<file path="src/core/ras_pkg.sv">
// Shared constants and types of the return address stack
package ras_pkg;

  localparam int PC_W   = 21;
  localparam int LVL_W  = 5;
  localparam int DEPTH  = 31;
  localparam int ADDR_W = 12;
  localparam int DATA_W = 32;
  localparam int IRQ_W  = 2;

  // Level pointer values
  localparam logic [LVL_W-1:0] LVL_EMPTY = 5'h00;
  localparam logic [LVL_W-1:0] LVL_ONE   = 5'h01;
  localparam logic [LVL_W-1:0] LVL_LAST  = 5'h1E;
  localparam logic [LVL_W-1:0] LVL_FULL  = 5'h1F;

  // Program counter values
  localparam logic [PC_W-1:0] PC_STEP = 21'h000002;
  localparam logic [PC_W-1:0] PC_ZERO = 21'h000000;

  // Register byte addresses
  localparam logic [ADDR_W-1:0] CFG_OFS      = 12'hFE0;
  localparam logic [ADDR_W-1:0] IRQ_STAT_OFS = 12'hFE4;
  localparam logic [ADDR_W-1:0] IRQ_EN_OFS   = 12'hFE8;
  localparam logic [ADDR_W-1:0] IRQ_CLR_OFS  = 12'hFEC;
  localparam logic [ADDR_W-1:0] TOP_U_OFS    = 12'hFF0;
  localparam logic [ADDR_W-1:0] TOP_H_OFS    = 12'hFF4;
  localparam logic [ADDR_W-1:0] TOP_L_OFS    = 12'hFF8;
  localparam logic [ADDR_W-1:0] LVL_OFS      = 12'hFFC;

  // Field positions
  localparam int FULL_BIT   = 7;
  localparam int UNF_BIT    = 6;
  localparam int OVR_EN_BIT = 0;
  localparam int IRQ_FULL   = 0;
  localparam int IRQ_UNF    = 1;
  localparam int TOP_U_LSB  = 16;
  localparam int TOP_U_W    = 5;
  localparam int TOP_H_LSB  = 8;
  localparam int TOP_L_LSB  = 0;
  localparam int BYTE_W     = 8;

  // Reset values
  localparam logic             OVR_EN_RST = 1'b1;
  localparam logic             FLAG_RST   = 1'b0;
  localparam logic [IRQ_W-1:0] IRQ_RST    = 2'h0;

  typedef enum logic [2:0] {
    OP_NONE,
    OP_CALL,
    OP_PUSH,
    OP_RET,
    OP_POP
  } ras_op_t;

endpackage

</file>
<file path="src/core/ras_stack_mem.sv">
// Flip-flop storage for stack levels 1 to 31
`timescale 1ns/1ns
`default_nettype none
module ras_stack_mem
  import ras_pkg::*;
(
  // Clock and reset
  input  wire logic             ref_clk_in,
  input  wire logic             nrst_in,
  // Write port
  input  wire logic             wr_en_in,
  input  wire logic [LVL_W-1:0] wr_idx_in,
  input  wire logic [PC_W-1:0]  wr_data_in,
  // Read port
  input  wire logic [LVL_W-1:0] rd_idx_in,
  output logic      [PC_W-1:0]  rd_data_out
);

  logic [PC_W-1:0] entry_reg  [1:DEPTH];
  logic [PC_W-1:0] entry_next [1:DEPTH];

  genvar g;
  generate
    for (g = 1; g <= DEPTH; g++) begin : g_entry
      always_comb begin
        entry_next[g] = entry_reg[g];
        if (wr_en_in && (wr_idx_in == LVL_W'(g))) begin
          entry_next[g] = wr_data_in;
        end
      end
      always_ff @(posedge ref_clk_in or negedge nrst_in) begin
        if (!nrst_in) begin
          entry_reg[g] <= PC_ZERO;
        end else begin
          entry_reg[g] <= entry_next[g];
        end
      end
    end
  endgenerate

  // Level zero has no storage
  assign rd_data_out = (rd_idx_in == LVL_EMPTY) ? PC_ZERO
                                                : entry_reg[rd_idx_in];

endmodule
`default_nettype wire

</file>
<file path="src/core/ras_return_stack.sv">
// Return address stack with APB registers and interrupt
//
// Contract
// - Level pointer is five bits, holding levels 0 to 31.
// - Push increments then writes; pop reads then decrements.
// - Device reset clears the level pointer.
// - Software reads and writes the level pointer directly.
// - Thirty-first push without pops sets the sticky full flag.
// - Full flag stays until software clear or power-on reset.
// - Overflow reset enable defaults to set.
// - Enabled: 31st push stores PC+2, sets full, resets; level zero.
// - Disabled: level stays 31; later pushes neither write nor move.
// - Pop when empty returns zero, sets underflow, level stays zero.
// - Underflow flag stays until software clear or power-on reset.
// - Underflow return only redirects and sets underflow; no reset, no configuration change.
// - Explicit push stores current PC as new top entry.
// - Explicit pop discards top by decrementing the level.
// - Top entry reachable as upper, high and low byte registers.
// - Status layout: full bit 7, underflow bit 6, zero 5, level 4-0.
// - Flags read one when their event occurred, else zero.
`timescale 1ns/1ns
`default_nettype none
module ras_return_stack
  import ras_pkg::*;
(
  // Clock and power-on reset
  input  wire logic              ref_clk_in,
  input  wire logic              nrst_in,
  // Device reset, same clock
  input  wire logic              dev_rst_in,
  // Core requests
  input  wire logic              call_in,
  input  wire logic              push_in,
  input  wire logic              ret_in,
  input  wire logic              pop_in,
  input  wire logic [PC_W-1:0]   pc_in,
  // Core answers
  output logic      [PC_W-1:0]   ret_pc_out,
  output logic                   ret_valid_out,
  output logic                   overflow_reset_out,
  // APB slave
  input  wire logic              psel_in,
  input  wire logic              penable_in,
  input  wire logic              pwrite_in,
  input  wire logic [ADDR_W-1:0] paddr_in,
  input  wire logic [DATA_W-1:0] pwdata_in,
  input  wire logic [3:0]        pstrb_in,
  output logic      [DATA_W-1:0] prdata_out,
  output logic                   pready_out,
  output logic                   pslverr_out,
  // Interrupt
  output logic                   irq_out
);

  // Bus state
  logic [DATA_W-1:0] prdata_reg;
  logic [DATA_W-1:0] prdata_next;
  logic              pready_reg;
  logic              pready_next;
  logic              pslverr_reg;
  logic              pslverr_next;
  logic              hit;
  logic              wr_ok;
  logic              lvl_wr;
  logic              cfg_wr;
  logic              en_wr;
  logic              clr_wr;
  logic              top_u_wr;
  logic              top_h_wr;
  logic              top_l_wr;

  // Stack state
  // five-bit level
  logic [LVL_W-1:0]  level_reg;
  logic [LVL_W-1:0]  level_next;
  logic              full_reg;
  logic              full_next;
  logic              unf_reg;
  logic              unf_next;
  logic              ovr_en_reg;
  logic              ovr_en_next;
  logic [PC_W-1:0]   ret_pc_reg;
  logic [PC_W-1:0]   ret_pc_next;
  logic              ret_valid_reg;
  logic              ret_valid_next;
  logic              ovr_rst_reg;
  logic              ovr_rst_next;
  logic [IRQ_W-1:0]  stat_reg;
  logic [IRQ_W-1:0]  stat_next;
  logic [IRQ_W-1:0]  en_reg;
  logic [IRQ_W-1:0]  en_next;
  logic              irq_reg;
  logic              irq_next;
  logic [IRQ_W-1:0]  ev;
  ras_op_t           op;
  logic              wr_en;
  logic [LVL_W-1:0]  wr_idx;
  logic [PC_W-1:0]   wr_data;
  logic [PC_W-1:0]   top_rd;
  logic              clr_full;
  logic              clr_unf;

  ras_stack_mem u_mem (
    .ref_clk_in  (ref_clk_in),
    .nrst_in     (nrst_in),
    .wr_en_in    (wr_en),
    .wr_idx_in   (wr_idx),
    .wr_data_in  (wr_data),
    .rd_idx_in   (level_reg),
    .rd_data_out (top_rd)
  );

  // APB decode, one wait state per access
  always_comb begin
    hit = 1'b1;
    prdata_next = '0;
    unique case (paddr_in)
      CFG_OFS: begin
        prdata_next[OVR_EN_BIT] = ovr_en_reg;
      end
      IRQ_STAT_OFS: begin
        prdata_next[IRQ_W-1:0] = stat_reg;
      end
      IRQ_EN_OFS: begin
        prdata_next[IRQ_W-1:0] = en_reg;
      end
      IRQ_CLR_OFS: begin
        prdata_next = '0;
      end
      TOP_U_OFS: begin
        prdata_next[TOP_U_W-1:0] = top_rd[PC_W-1:TOP_U_LSB];
      end
      TOP_H_OFS: begin
        prdata_next[BYTE_W-1:0] = top_rd[TOP_U_LSB-1:TOP_H_LSB];
      end
      TOP_L_OFS: begin
        prdata_next[BYTE_W-1:0] = top_rd[TOP_H_LSB-1:TOP_L_LSB];
      end
      LVL_OFS: begin
        prdata_next[FULL_BIT]    = full_reg;
        prdata_next[UNF_BIT]     = unf_reg;
        prdata_next[LVL_W-1:0]   = level_reg;
      end
      default: begin
        hit = 1'b0;
      end
    endcase
    pready_next  = psel_in && penable_in && !pready_reg;
    pslverr_next = pready_next && !hit;
    if (!pready_next) begin
      prdata_next = '0;
    end
    wr_ok    = psel_in && penable_in && pready_reg && pwrite_in
               && pstrb_in[0];
    lvl_wr   = wr_ok && (paddr_in == LVL_OFS);
    cfg_wr   = wr_ok && (paddr_in == CFG_OFS);
    en_wr    = wr_ok && (paddr_in == IRQ_EN_OFS);
    clr_wr   = wr_ok && (paddr_in == IRQ_CLR_OFS);
    top_u_wr = wr_ok && (paddr_in == TOP_U_OFS);
    top_h_wr = wr_ok && (paddr_in == TOP_H_OFS);
    top_l_wr = wr_ok && (paddr_in == TOP_L_OFS);
  end

  always_ff @(posedge ref_clk_in or negedge nrst_in) begin
    if (!nrst_in) begin
      prdata_reg  <= '0;
      pready_reg  <= 1'b0;
      pslverr_reg <= 1'b0;
    end else begin
      prdata_reg  <= prdata_next;
      pready_reg  <= pready_next;
      pslverr_reg <= pslverr_next;
    end
  end

  // Stack, flags, configuration and interrupt
  always_comb begin
    if (call_in) begin
      op = OP_CALL;
    end else if (push_in) begin
      op = OP_PUSH;
    end else if (ret_in) begin
      op = OP_RET;
    end else if (pop_in) begin
      op = OP_POP;
    end else begin
      op = OP_NONE;
    end
    level_next     = level_reg;
    full_next      = full_reg;
    unf_next       = unf_reg;
    ret_pc_next    = ret_pc_reg;
    ret_valid_next = 1'b0;
    ovr_rst_next   = 1'b0;
    ev             = '0;
    wr_en          = 1'b0;
    wr_idx         = level_reg;
    wr_data        = top_rd;
    ovr_en_next    = cfg_wr ? pwdata_in[OVR_EN_BIT] : ovr_en_reg;
    clr_full = lvl_wr && !pwdata_in[FULL_BIT];
    clr_unf  = lvl_wr && !pwdata_in[UNF_BIT];
    if (clr_full) begin
      full_next = 1'b0;
    end
    if (clr_unf) begin
      unf_next = 1'b0;
    end
    if (lvl_wr) begin
      level_next = pwdata_in[LVL_W-1:0];
    end
    // byte writes into the top entry
    if (level_reg != LVL_EMPTY) begin
      if (top_u_wr) begin
        wr_en = 1'b1;
        wr_data[PC_W-1:TOP_U_LSB] = pwdata_in[TOP_U_W-1:0];
      end else if (top_h_wr) begin
        wr_en = 1'b1;
        wr_data[TOP_U_LSB-1:TOP_H_LSB] = pwdata_in[BYTE_W-1:0];
      end else if (top_l_wr) begin
        wr_en = 1'b1;
        wr_data[TOP_H_LSB-1:TOP_L_LSB] = pwdata_in[BYTE_W-1:0];
      end
    end
    if (dev_rst_in) begin
      level_next = LVL_EMPTY;
      wr_en      = 1'b0;
    end else begin
      unique case (op)
        OP_NONE: begin
        end
        OP_CALL, OP_PUSH: begin
          if (level_reg == LVL_FULL) begin
            full_next     = 1'b1;
            ev[IRQ_FULL]  = 1'b1;
            wr_en         = 1'b0;
          end else begin
            wr_en   = 1'b1;
            wr_idx  = level_reg + LVL_ONE;
            wr_data = (op == OP_CALL) ? pc_in + PC_STEP : pc_in;
            level_next = level_reg + LVL_ONE;
            if (level_reg == LVL_LAST) begin
              full_next    = 1'b1;
              ev[IRQ_FULL] = 1'b1;
              if (ovr_en_reg) begin
                wr_data      = pc_in + PC_STEP;
                level_next   = LVL_EMPTY;
                ovr_rst_next = 1'b1;
              end
            end
          end
        end
        OP_RET, OP_POP: begin
          if (level_reg == LVL_EMPTY) begin
            unf_next    = 1'b1;
            ev[IRQ_UNF] = 1'b1;
            if (op == OP_RET) begin
              ret_valid_next = 1'b1;
              ret_pc_next    = PC_ZERO;
            end
          end else begin
            if (op == OP_RET) begin
              ret_valid_next = 1'b1;
              ret_pc_next    = top_rd;
            end
            level_next = level_reg - LVL_ONE;
            wr_en      = 1'b0;
          end
        end
      endcase
    end
    // Events win over clears
    stat_next = stat_reg;
    if (clr_wr) begin
      stat_next = stat_reg & ~pwdata_in[IRQ_W-1:0];
    end
    stat_next = stat_next | ev;
    en_next   = en_wr ? pwdata_in[IRQ_W-1:0] : en_reg;
    irq_next  = |(stat_next & en_next);
  end

  always_ff @(posedge ref_clk_in or negedge nrst_in) begin
    if (!nrst_in) begin
      level_reg     <= LVL_EMPTY;
      full_reg      <= FLAG_RST;
      unf_reg       <= FLAG_RST;
      ovr_en_reg    <= OVR_EN_RST;
      ret_pc_reg    <= PC_ZERO;
      ret_valid_reg <= 1'b0;
      ovr_rst_reg   <= 1'b0;
      stat_reg      <= IRQ_RST;
      en_reg        <= IRQ_RST;
      irq_reg       <= 1'b0;
    end else begin
      level_reg     <= level_next;
      full_reg      <= full_next;
      unf_reg       <= unf_next;
      ovr_en_reg    <= ovr_en_next;
      ret_pc_reg    <= ret_pc_next;
      ret_valid_reg <= ret_valid_next;
      ovr_rst_reg   <= ovr_rst_next;
      stat_reg      <= stat_next;
      en_reg        <= en_next;
      irq_reg       <= irq_next;
    end
  end

  assign prdata_out         = prdata_reg;
  assign pready_out         = pready_reg;
  assign pslverr_out        = pslverr_reg;
  assign ret_pc_out         = ret_pc_reg;
  assign ret_valid_out      = ret_valid_reg;
  assign overflow_reset_out = ovr_rst_reg;
  assign irq_out            = irq_reg;
endmodule
`default_nettype wire

</file>
<file path="config.mk">
export PLATFORM = sky130hd
export DESIGN_NAME = ras_return_stack
export DESIGN_NICKNAME = d
export VERILOG_FILES = /design/src/core/ras_pkg.sv /design/src/core/ras_stack_mem.sv /design/src/core/ras_return_stack.sv
export SDC_FILE = /design/constraint.sdc
export NUM_CORES = 1
export LEC_CHECK = 0
export BUFFER_PORTS_ARGS = -buffer_cell sky130_fd_sc_hd__buf_2
export CORE_MARGIN = 8
export CORE_UTILIZATION = 50
export CTS_BUF_LIST = sky130_fd_sc_hd__clkbuf_8
export DETAILED_ROUTE_END_ITERATION = 10
export HOLD_SLACK_MARGIN = 0.05
export PLACE_DENSITY = 0.75
export SETUP_SLACK_MARGIN = 0.05
export SLEW_MARGIN = 10
export SYNTH_ARGS = -nofsm -noshare
export SYNTH_HDL_FRONTEND = slang
export SYNTH_SLANG_ARGS = --single-unit
</file>
<file path="constraint.sdc">
create_clock -name ref_clk_in -period 3.3 [get_ports ref_clk_in]
set_input_delay 0.33 -clock ref_clk_in [delete_from_list [all_inputs] [get_ports ref_clk_in]]
set_output_delay 0.33 -clock ref_clk_in [all_outputs]
set_load 0.01 [all_outputs]
</file>
Yosys cells after proc, flatten, opt, wreduce, memory -nomap -nowiden
Cells that the tools add are included.
Widths: inputs -> output; s select.

cells by class
  add/subtract/negate cells = 3
  multiply operators = 0
  divide/modulo/power cells = 0
  magnitude comparators = 1
  equal/unequal tests = 45
  shifts and indexed selects = 0
  muxes and demuxes = 73
  bitwise gates (word level) = 6
  reductions and logical operators = 57

operators by type and width
  cell                   count
  $mux 21                13
  $bmux 21 s5            1
  $eq 12x12->1 const B   8
  $eq 5x5->1 const B     18
  $mux 5                 10
  $logic_and 1x1->1      46
  $eq 5x4->1 const B     8
  $mux 8                 4
  $mux 1                 30
  $add 21x2->21 const B  1
  $eq 5x3->1 const B     4
  $mux 16                1
  $mux 3                 4
  $pmux 3 s4             1
  $eq 5x2->1 const B     2
  $pmux 5 s2             1
  $reduce_or 8->1        1
  $pmux 1 s7             1
  $eq 3x2->1 const B     2
  $ge 6x6->1 const B     1
  $mux 2                 3
  $not 5->6              1
  $pmux 1 s6             1
  $pmux 2 s3             1
  15 further kinds       22

word-level totals
  register bits = 721
  bits in latches = 0
  memory bits (writable) = 0
  memory bits (read-only) = 0
  input bits = 79
  word-level logic and storage cells = 229
  memories = 0

Logic depth before layout (Yosys ltp)
  depth in word-level cells = 13
  depth in mapped cells = 19
  depth with buffers taken out = 11

Hierarchy
Synthesis repeated with hierarchy kept, for this count alone.

second synthesis, totals
  cell total of the unflattened synthesis = 2473
  area total of the unflattened synthesis = 33429.6 um^2

modules (own cells, without submodules)
  module            instances  cells each  area an instance (um^2)  sequential area each (um^2)
  ras_stack_mem     1          2092        29867.4                  16290.6
  ras_return_stack  1          381         3562.2                   1152.4

Worst setup path after synthesis
OpenSTA, ideal clock, no wires.

  path kind = register to register
  start = register level_reg[1]
  end = register u_mem.entry_reg[331] (netlist bit)
  data arrival time = 3.376 ns
  slack = -0.210 ns
  cell stages (with the launch flop) = 18
  buffers on the path = 10
  period minus slack after synthesis = 3.510 ns
  path through = dfrtp_1 buf_6 buf_6 buf_6 buf_6 buf_8 buf_6 buf_6 inv_1 ha_1 nor4b_2 nor2_1 a41oi_1 buf_2 or2_2 buf_2 clkbuf_1 o21ai_0

on the way
  longest elaborated chain between the ends = 10

ends and longest elaborated chain
  what                                        line                     text
  start: declaration                          ras_return_stack.sv:74   logic [LVL_W-1:0] level_reg;
  start signal: assignment                    ras_return_stack.sv:294  level_reg <= level_next;
  $not 5->6 (implied by the code)             ras_stack_mem.sv:43      : entry_reg[rd_idx_in];
  $bmux 21 s5                                 ras_stack_mem.sv:43
  $mux 21 (implied by the code) (2 in a row)  ras_stack_mem.sv:43
  $mux 21                                     ras_stack_mem.sv:42      assign rd_data_out = (rd_idx_in == LVL_EMPTY) ? PC_ZERO
  $mux 5                                      ras_return_stack.sv:213  if (top_u_wr) begin
  $mux 21                                     ras_return_stack.sv:212  if (level_reg != LVL_EMPTY) begin
  $mux 21                                     ras_return_stack.sv:232  if (level_reg == LVL_FULL) begin
  $mux 21                                     ras_return_stack.sv:228  unique case (op)
  $mux 21                                     ras_return_stack.sv:224  if (dev_rst_in) begin
  end signal: indexed assignment              ras_stack_mem.sv:35      entry_reg[g] <= entry_next[g];
  end: declaration                            ras_stack_mem.sv:19      logic [PC_W-1:0] entry_reg [1:DEPTH];

Parallel ways exist; a longest one is shown, timed or not. The select of a mux whose other input is x is not followed.
A chain may end at the register's enable or synchronous reset.

Worst setup path in the final report
  start = register level_reg[1]
  end = register u_mem.entry_reg[157] (netlist bit)

on the way
  longest elaborated chain between the ends = 11

ends and longest elaborated chain
  what                                        line                     text
  $not 5->6 (implied by the code)             ras_stack_mem.sv:43
  $bmux 21 s5                                 ras_stack_mem.sv:43
  $mux 21 (implied by the code) (2 in a row)  ras_stack_mem.sv:43
  $mux 21                                     ras_stack_mem.sv:42
  $mux 8                                      ras_return_stack.sv:216  end else if (top_h_wr) begin
  $mux 16                                     ras_return_stack.sv:213
  $mux 21                                     ras_return_stack.sv:212
  $mux 21                                     ras_return_stack.sv:232
  $mux 21                                     ras_return_stack.sv:228
  $mux 21                                     ras_return_stack.sv:224

Parallel ways exist; a longest one is shown, timed or not. The select of a mux whose other input is x is not followed.

==> metrics.txt <==
# TYPE chip_impl_metric gauge
chip_impl_info{name="critical-path-slowest-cell",value="sky130_fd_sc_hd__dfrtp_4"} 1
chip_impl_metric{name="number_of_synthesized_flops_with_an_enable_pin",unit=""} 0
chip_impl_info{name="synth_top_flop_cell",value="sky130_fd_sc_hd__dfrtp_1"} 1
chip_impl_info{name="critical_path.startpoint",value="level_reg[1]"} 1
chip_impl_metric{name="drtPass1Iterations",unit=""} 7
chip_impl_metric{name="area_growth",unit="%"} 14.79
chip_impl_info{name="leading_cell_types_in_the_layout_fill_and_taps_excluded",value="sky130_fd_sc_hd__dfrtp_1, sky130_fd_sc_hd__nor2_1, sky130_fd_sc_hd__a21oi_1, sky130_fd_sc_hd__nand2_1, sky130_fd_sc_hd__o21ai_0"} 1
chip_impl_info{name="ctsRootBufferMaster",value="sky130_fd_sc_hd__clkbuf_8"} 1
chip_impl_metric{name="grt_first_pass_wirelength",unit="um"} 148400
chip_impl_metric{name="detailed_place_hpwl",unit="um"} 62570
chip_impl_metric{name="vias_per_cell",unit=""} 5.896
chip_impl_metric{name="ir_worst_vdd",unit="V"} 0.0003250
chip_impl_metric{name="period_minus_slack",unit="ns"} 3.177
chip_impl_metric{name="die_area",unit="sq mm"} 0.07423
chip_impl_metric{name="max-clock-path-buffers",unit=""} 3
chip_impl_metric{name="clock_sink_count",unit=""} 697
chip_impl_metric{name="standard_cell_rows",unit=""} 94
chip_impl_metric{name="ys_types",unit=""} 88
chip_impl_info{name="min-delay-start",value="pc_in[0]"} 1
chip_impl_info{name="crit_path_frequent_cell",value="sky130_fd_sc_hd__buf_12"} 1
chip_impl_metric{name="cpPeakStageDelay",unit="ns"} 0.53
chip_impl_info{name="unrepaired_setup_endpoints_after_global_routing",value="no"} 1
chip_impl_metric{name="worst_setup_hold_path_clk_slew",unit="ns"} 0.06
chip_impl_metric{name="drive_above_1_share",unit="%"} 18.10
chip_impl_metric{name="synth-seq-cells",unit=""} 697
chip_impl_metric{name="register_area_share_after_synthesis",unit="%"} 53.05
chip_impl_metric{name="die_y",unit="um"} 272.4
chip_impl_metric{name="finalCritPeriodShare",unit="%"} 96.27
chip_impl_metric{name="placed_area",unit="sq mm"} 0.03536
chip_impl_metric{name="max_slew_margin",unit="%"} 43.56
chip_impl_metric{name="residual_antenna_violating_net_count_after_detailed_routing",unit=""} 0
chip_impl_metric{name="grt_pass1_vias",unit=""} 25610
chip_impl_metric{name="final_nets",unit=""} 3497
chip_impl_metric{name="async_reset_ff_share",unit="%"} 100.0
chip_impl_metric{name="routabilityCongestion",unit=""} 0.9480
chip_impl_metric{name="power.leakage",unit="nW"} 16.95
chip_impl_metric{name="yosys_warnings",unit=""} 0
chip_impl_metric{name="cp_max_fo",unit=""} 31
chip_impl_metric{name="worst-endpoint-required",unit="ns"} 3.88
chip_impl_metric{name="floorplan.initialDensity",unit="%"} 50.29
chip_impl_metric{name="buffers_on_ports",unit=""} 85
chip_impl_metric{name="hold_viol",unit=""} 0
chip_impl_metric{name="yosysTopAreaCellShare",unit="%"} 52.97
chip_impl_info{name="synth_top_area_cell",value="sky130_fd_sc_hd__dfrtp_1"} 1
chip_impl_info{name="critical_path.startpoint_type",value="flop"} 1
chip_impl_info{name="crit_path_end_kind",value="flop"} 1
chip_impl_metric{name="clock_skew",unit="ns"} 0.04764
chip_impl_metric{name="sw_frac_of_total",unit="%"} 31.82
chip_impl_metric{name="power_frac_clock",unit="%"} 30.6
chip_impl_metric{name="comb_power_share",unit="%"} 24.4
chip_impl_metric{name="power-per-cell-area",unit="mW/mm^2"} 629.5
chip_impl_info{name="critPathTopFamily",value="buffers and inverters"} 1
chip_impl_metric{name="grt_remaining_overflow",unit=""} 0
chip_impl_metric{name="fmax",unit="GHz"} 0.3148
chip_impl_metric{name="final_cell_area",unit="sq mm"} 0.03775
chip_impl_metric{name="power_frac_seq",unit="%"} 45.0
chip_impl_metric{name="syn-mean-instance-area",unit="sq um"} 10.00
chip_impl_info{name="final_common_cell",value="sky130_fd_sc_hd__dfrtp_1"} 1
chip_impl_info{name="hold_path_class",value="primary input to flop"} 1
chip_impl_metric{name="grt_antenna_before_repair",unit=""} 1
chip_impl_metric{name="power.switching",unit="W"} 0.007561
chip_impl_metric{name="setup_viol",unit=""} 0
chip_impl_metric{name="drv.max_cap_violation_count",unit=""} 0
chip_impl_metric{name="insertion_delay",unit="ns"} 0.75
chip_impl_metric{name="route.detailed.wl_per_inst",unit="um"} 21.52
chip_impl_metric{name="worst-endpoint-arrival",unit="ns"} 3.76
chip_impl_info{name="critical_path.cell_chain",value="buf_12 > buf_12 > buf_4 > mux4_2 > a2111oi_0 > buf_4 > a32oi_1 > a21oi_2 > buf_12 > o21ai_0"} 1
chip_impl_info{name="timing_worst_setup_path_type",value="flop to flop"} 1
chip_impl_metric{name="detailroute.via_count",unit=""} 25690
chip_impl_metric{name="detail_route.iter0.violations",unit=""} 2585
chip_impl_metric{name="coreArea",unit="sq mm"} 0.06539
chip_impl_metric{name="setup_total_negative_slack",unit="ns"} 0
chip_impl_info{name="r2r_start",value="level_reg[1]"} 1
chip_impl_metric{name="wl",unit="um"} 93780
chip_impl_metric{name="remaining_drc_errors",unit=""} 0
chip_impl_metric{name="ios",unit=""} 137
chip_impl_metric{name="largest_register_ffs",unit=""} 651
chip_impl_metric{name="worst_pin_slew",unit="ns"} 0.8465
chip_impl_info{name="tritoncts",value="done"} 1
chip_impl_metric{name="synth_cells",unit=""} 3288
chip_impl_metric{name="finalMaxSlewViolations",unit=""} 0
chip_impl_metric{name="gr-usage-all-layers",unit="%"} 25.25
chip_impl_metric{name="internal_power_component",unit="W"} 0.01620
chip_impl_metric{name="die_w",unit="um"} 272.4
chip_impl_metric{name="synth_area",unit="sq mm"} 0.03288
chip_impl_info{name="netlist_top_cells_area",value="sky130_fd_sc_hd__dfrtp_1, sky130_fd_sc_hd__a21oi_1, sky130_fd_sc_hd__mux2i_1"} 1
chip_impl_info{name="status",value="finished clean"} 1
chip_impl_metric{name="cts_buffers",unit=""} 107
chip_impl_metric{name="cp.buffers_inverters",unit=""} 5
chip_impl_metric{name="grt_start_max_net_pins",unit=""} 89
chip_impl_metric{name="clock_tree.htree_level_count",unit=""} 3
==> kinds of logic (layout without fill, tap and decap cells) <==
logic type / count (synthesis) / count (layout) / synth area share (%)
AND/OR/NAND/NOR: 1057 / 1057 / 13.85
AO/OA/AOI/OAI: 907 / 907 / 16.00
flip-flops: 697 / 697 / 53.05
buffers and inverters: 324 / 505 / 5.605
multiplexers: 275 / 275 / 10.69
XOR/XNOR: 20 / 20 / 0.5327
adder cells (fa/ha/maj): 7 / 7 / 0.2663
other: 1 / 25 / 0.01140
==> cell type report <==
| type | instances | area, sq um |
|---|---|---|
| inverters | 13 | 48.80 |
| diodes | 1 | 2.502 |
| clock inverters | 51 | 277.8 |
| repair buffers | 302 | 2908 |
| well taps | 864 | 1081 |
| multi-input cells | 2290 | 14060 |
| fillers | 5401 | 27650 |
| clock buffers | 139 | 1913 |
| flip-flops and latches | 697 | 17450 |
==> power groups by stage <==
stage | Clock (W) | Combinational (W) | Sequential (W)
after floorplan | 0 | 0.00370 | 0.0106
after global placement | 0 | 0.00555 | 0.0107
after detailed placement | 0 | 0.00567 | 0.0108
after CTS | 0.00740 | 0.00572 | 0.0107
after global routing | 0.00780 | 0.00626 | 0.0108
final | 0.00727 | 0.00579 | 0.0107
==> through the flow <==
stage / hold slack, ns / setup WS [ns] / power, W / std cells / util, %
after global placement: 0.3824 / 0.1422 / 0.01629 / 4149 / 54.07
final: 0.1168 / 0.1230 / 0.02376 / 4357 / 57.72
after floorplan: 0.03441 / 0.05516 / 0.01433 / 3311 / -
after global routing: 0.1072 / 0.04356 / 0.02490 / 4357 / 57.72
after CTS: 0.06349 / 0.06298 / 0.02378 / 4351 / 57.60
after detailed placement: 0.3841 / 0.1048 / 0.01648 / 4149 / 54.07
==> cells in the mapped netlist (all sizes together), types with 21 or more instances <==
master	count
mux4	57
a221oi	21
mux2i	190
nor2	502
nand3	66
a21oi	451
buf	173
nor3	71
clkbuf	138
mux2	28
dfrtp	696
nand2	322
a22oi	80
o21ai	263
==> final timing paths <==
| path | slack, ns | cells past startpoint | end |
|---|---|---|---|
| max reg2reg | 0.12 | 10 | u_mem.entry_reg[157] |
| min reg2reg | 0.47 | 2 | ret_pc_out[11] |
| min | 0.12 | 4 | u_mem.entry_reg[126] |
| max in group asynchronous | 2.04 | 4 | u_mem.entry_reg[189] |
| max | 0.12 | 10 | u_mem.entry_reg[157] |
| min in group asynchronous | 0.21 | 2 | level_reg[0] |
==> layer usage <==
| metal | GRT usage [%] | routed length, um | up-vias |
|---|---|---|---|
| met1 | 33.22 | 38270 | 12580 |
| met4 | 12.14 | 4090 | 0 |
| met5 | 0 | 0 | - |
| li1 | - | - | 11750 |
| met2 | 40.07 | 43830 | 1110 |
| met3 | 4.999 | 7583 | 253 |
==> worst register-to-register path, cell delays in order (launching register included) <==
cell	delay [ns]
sky130_fd_sc_hd__dfrtp_4	0.53
sky130_fd_sc_hd__buf_12	0.19
sky130_fd_sc_hd__buf_12	0.20
sky130_fd_sc_hd__buf_4	0.24
sky130_fd_sc_hd__mux4_2	0.33
sky130_fd_sc_hd__a2111oi_0	0.53
sky130_fd_sc_hd__buf_4	0.22
sky130_fd_sc_hd__a32oi_1	0.16
sky130_fd_sc_hd__a21oi_2	0.25
sky130_fd_sc_hd__buf_12	0.23
sky130_fd_sc_hd__o21ai_0	0.14
==> timing repair <==
action / CTS / global route
resized for setup: 0 / 12
hold endpoints to repair: 165 / 0
hold buffers: 12 / 0
endpoints found under the setup margin: 0 / 225
setup buffers: 0 / 5
No activity file was read; power rests on OpenSTA's default activity.
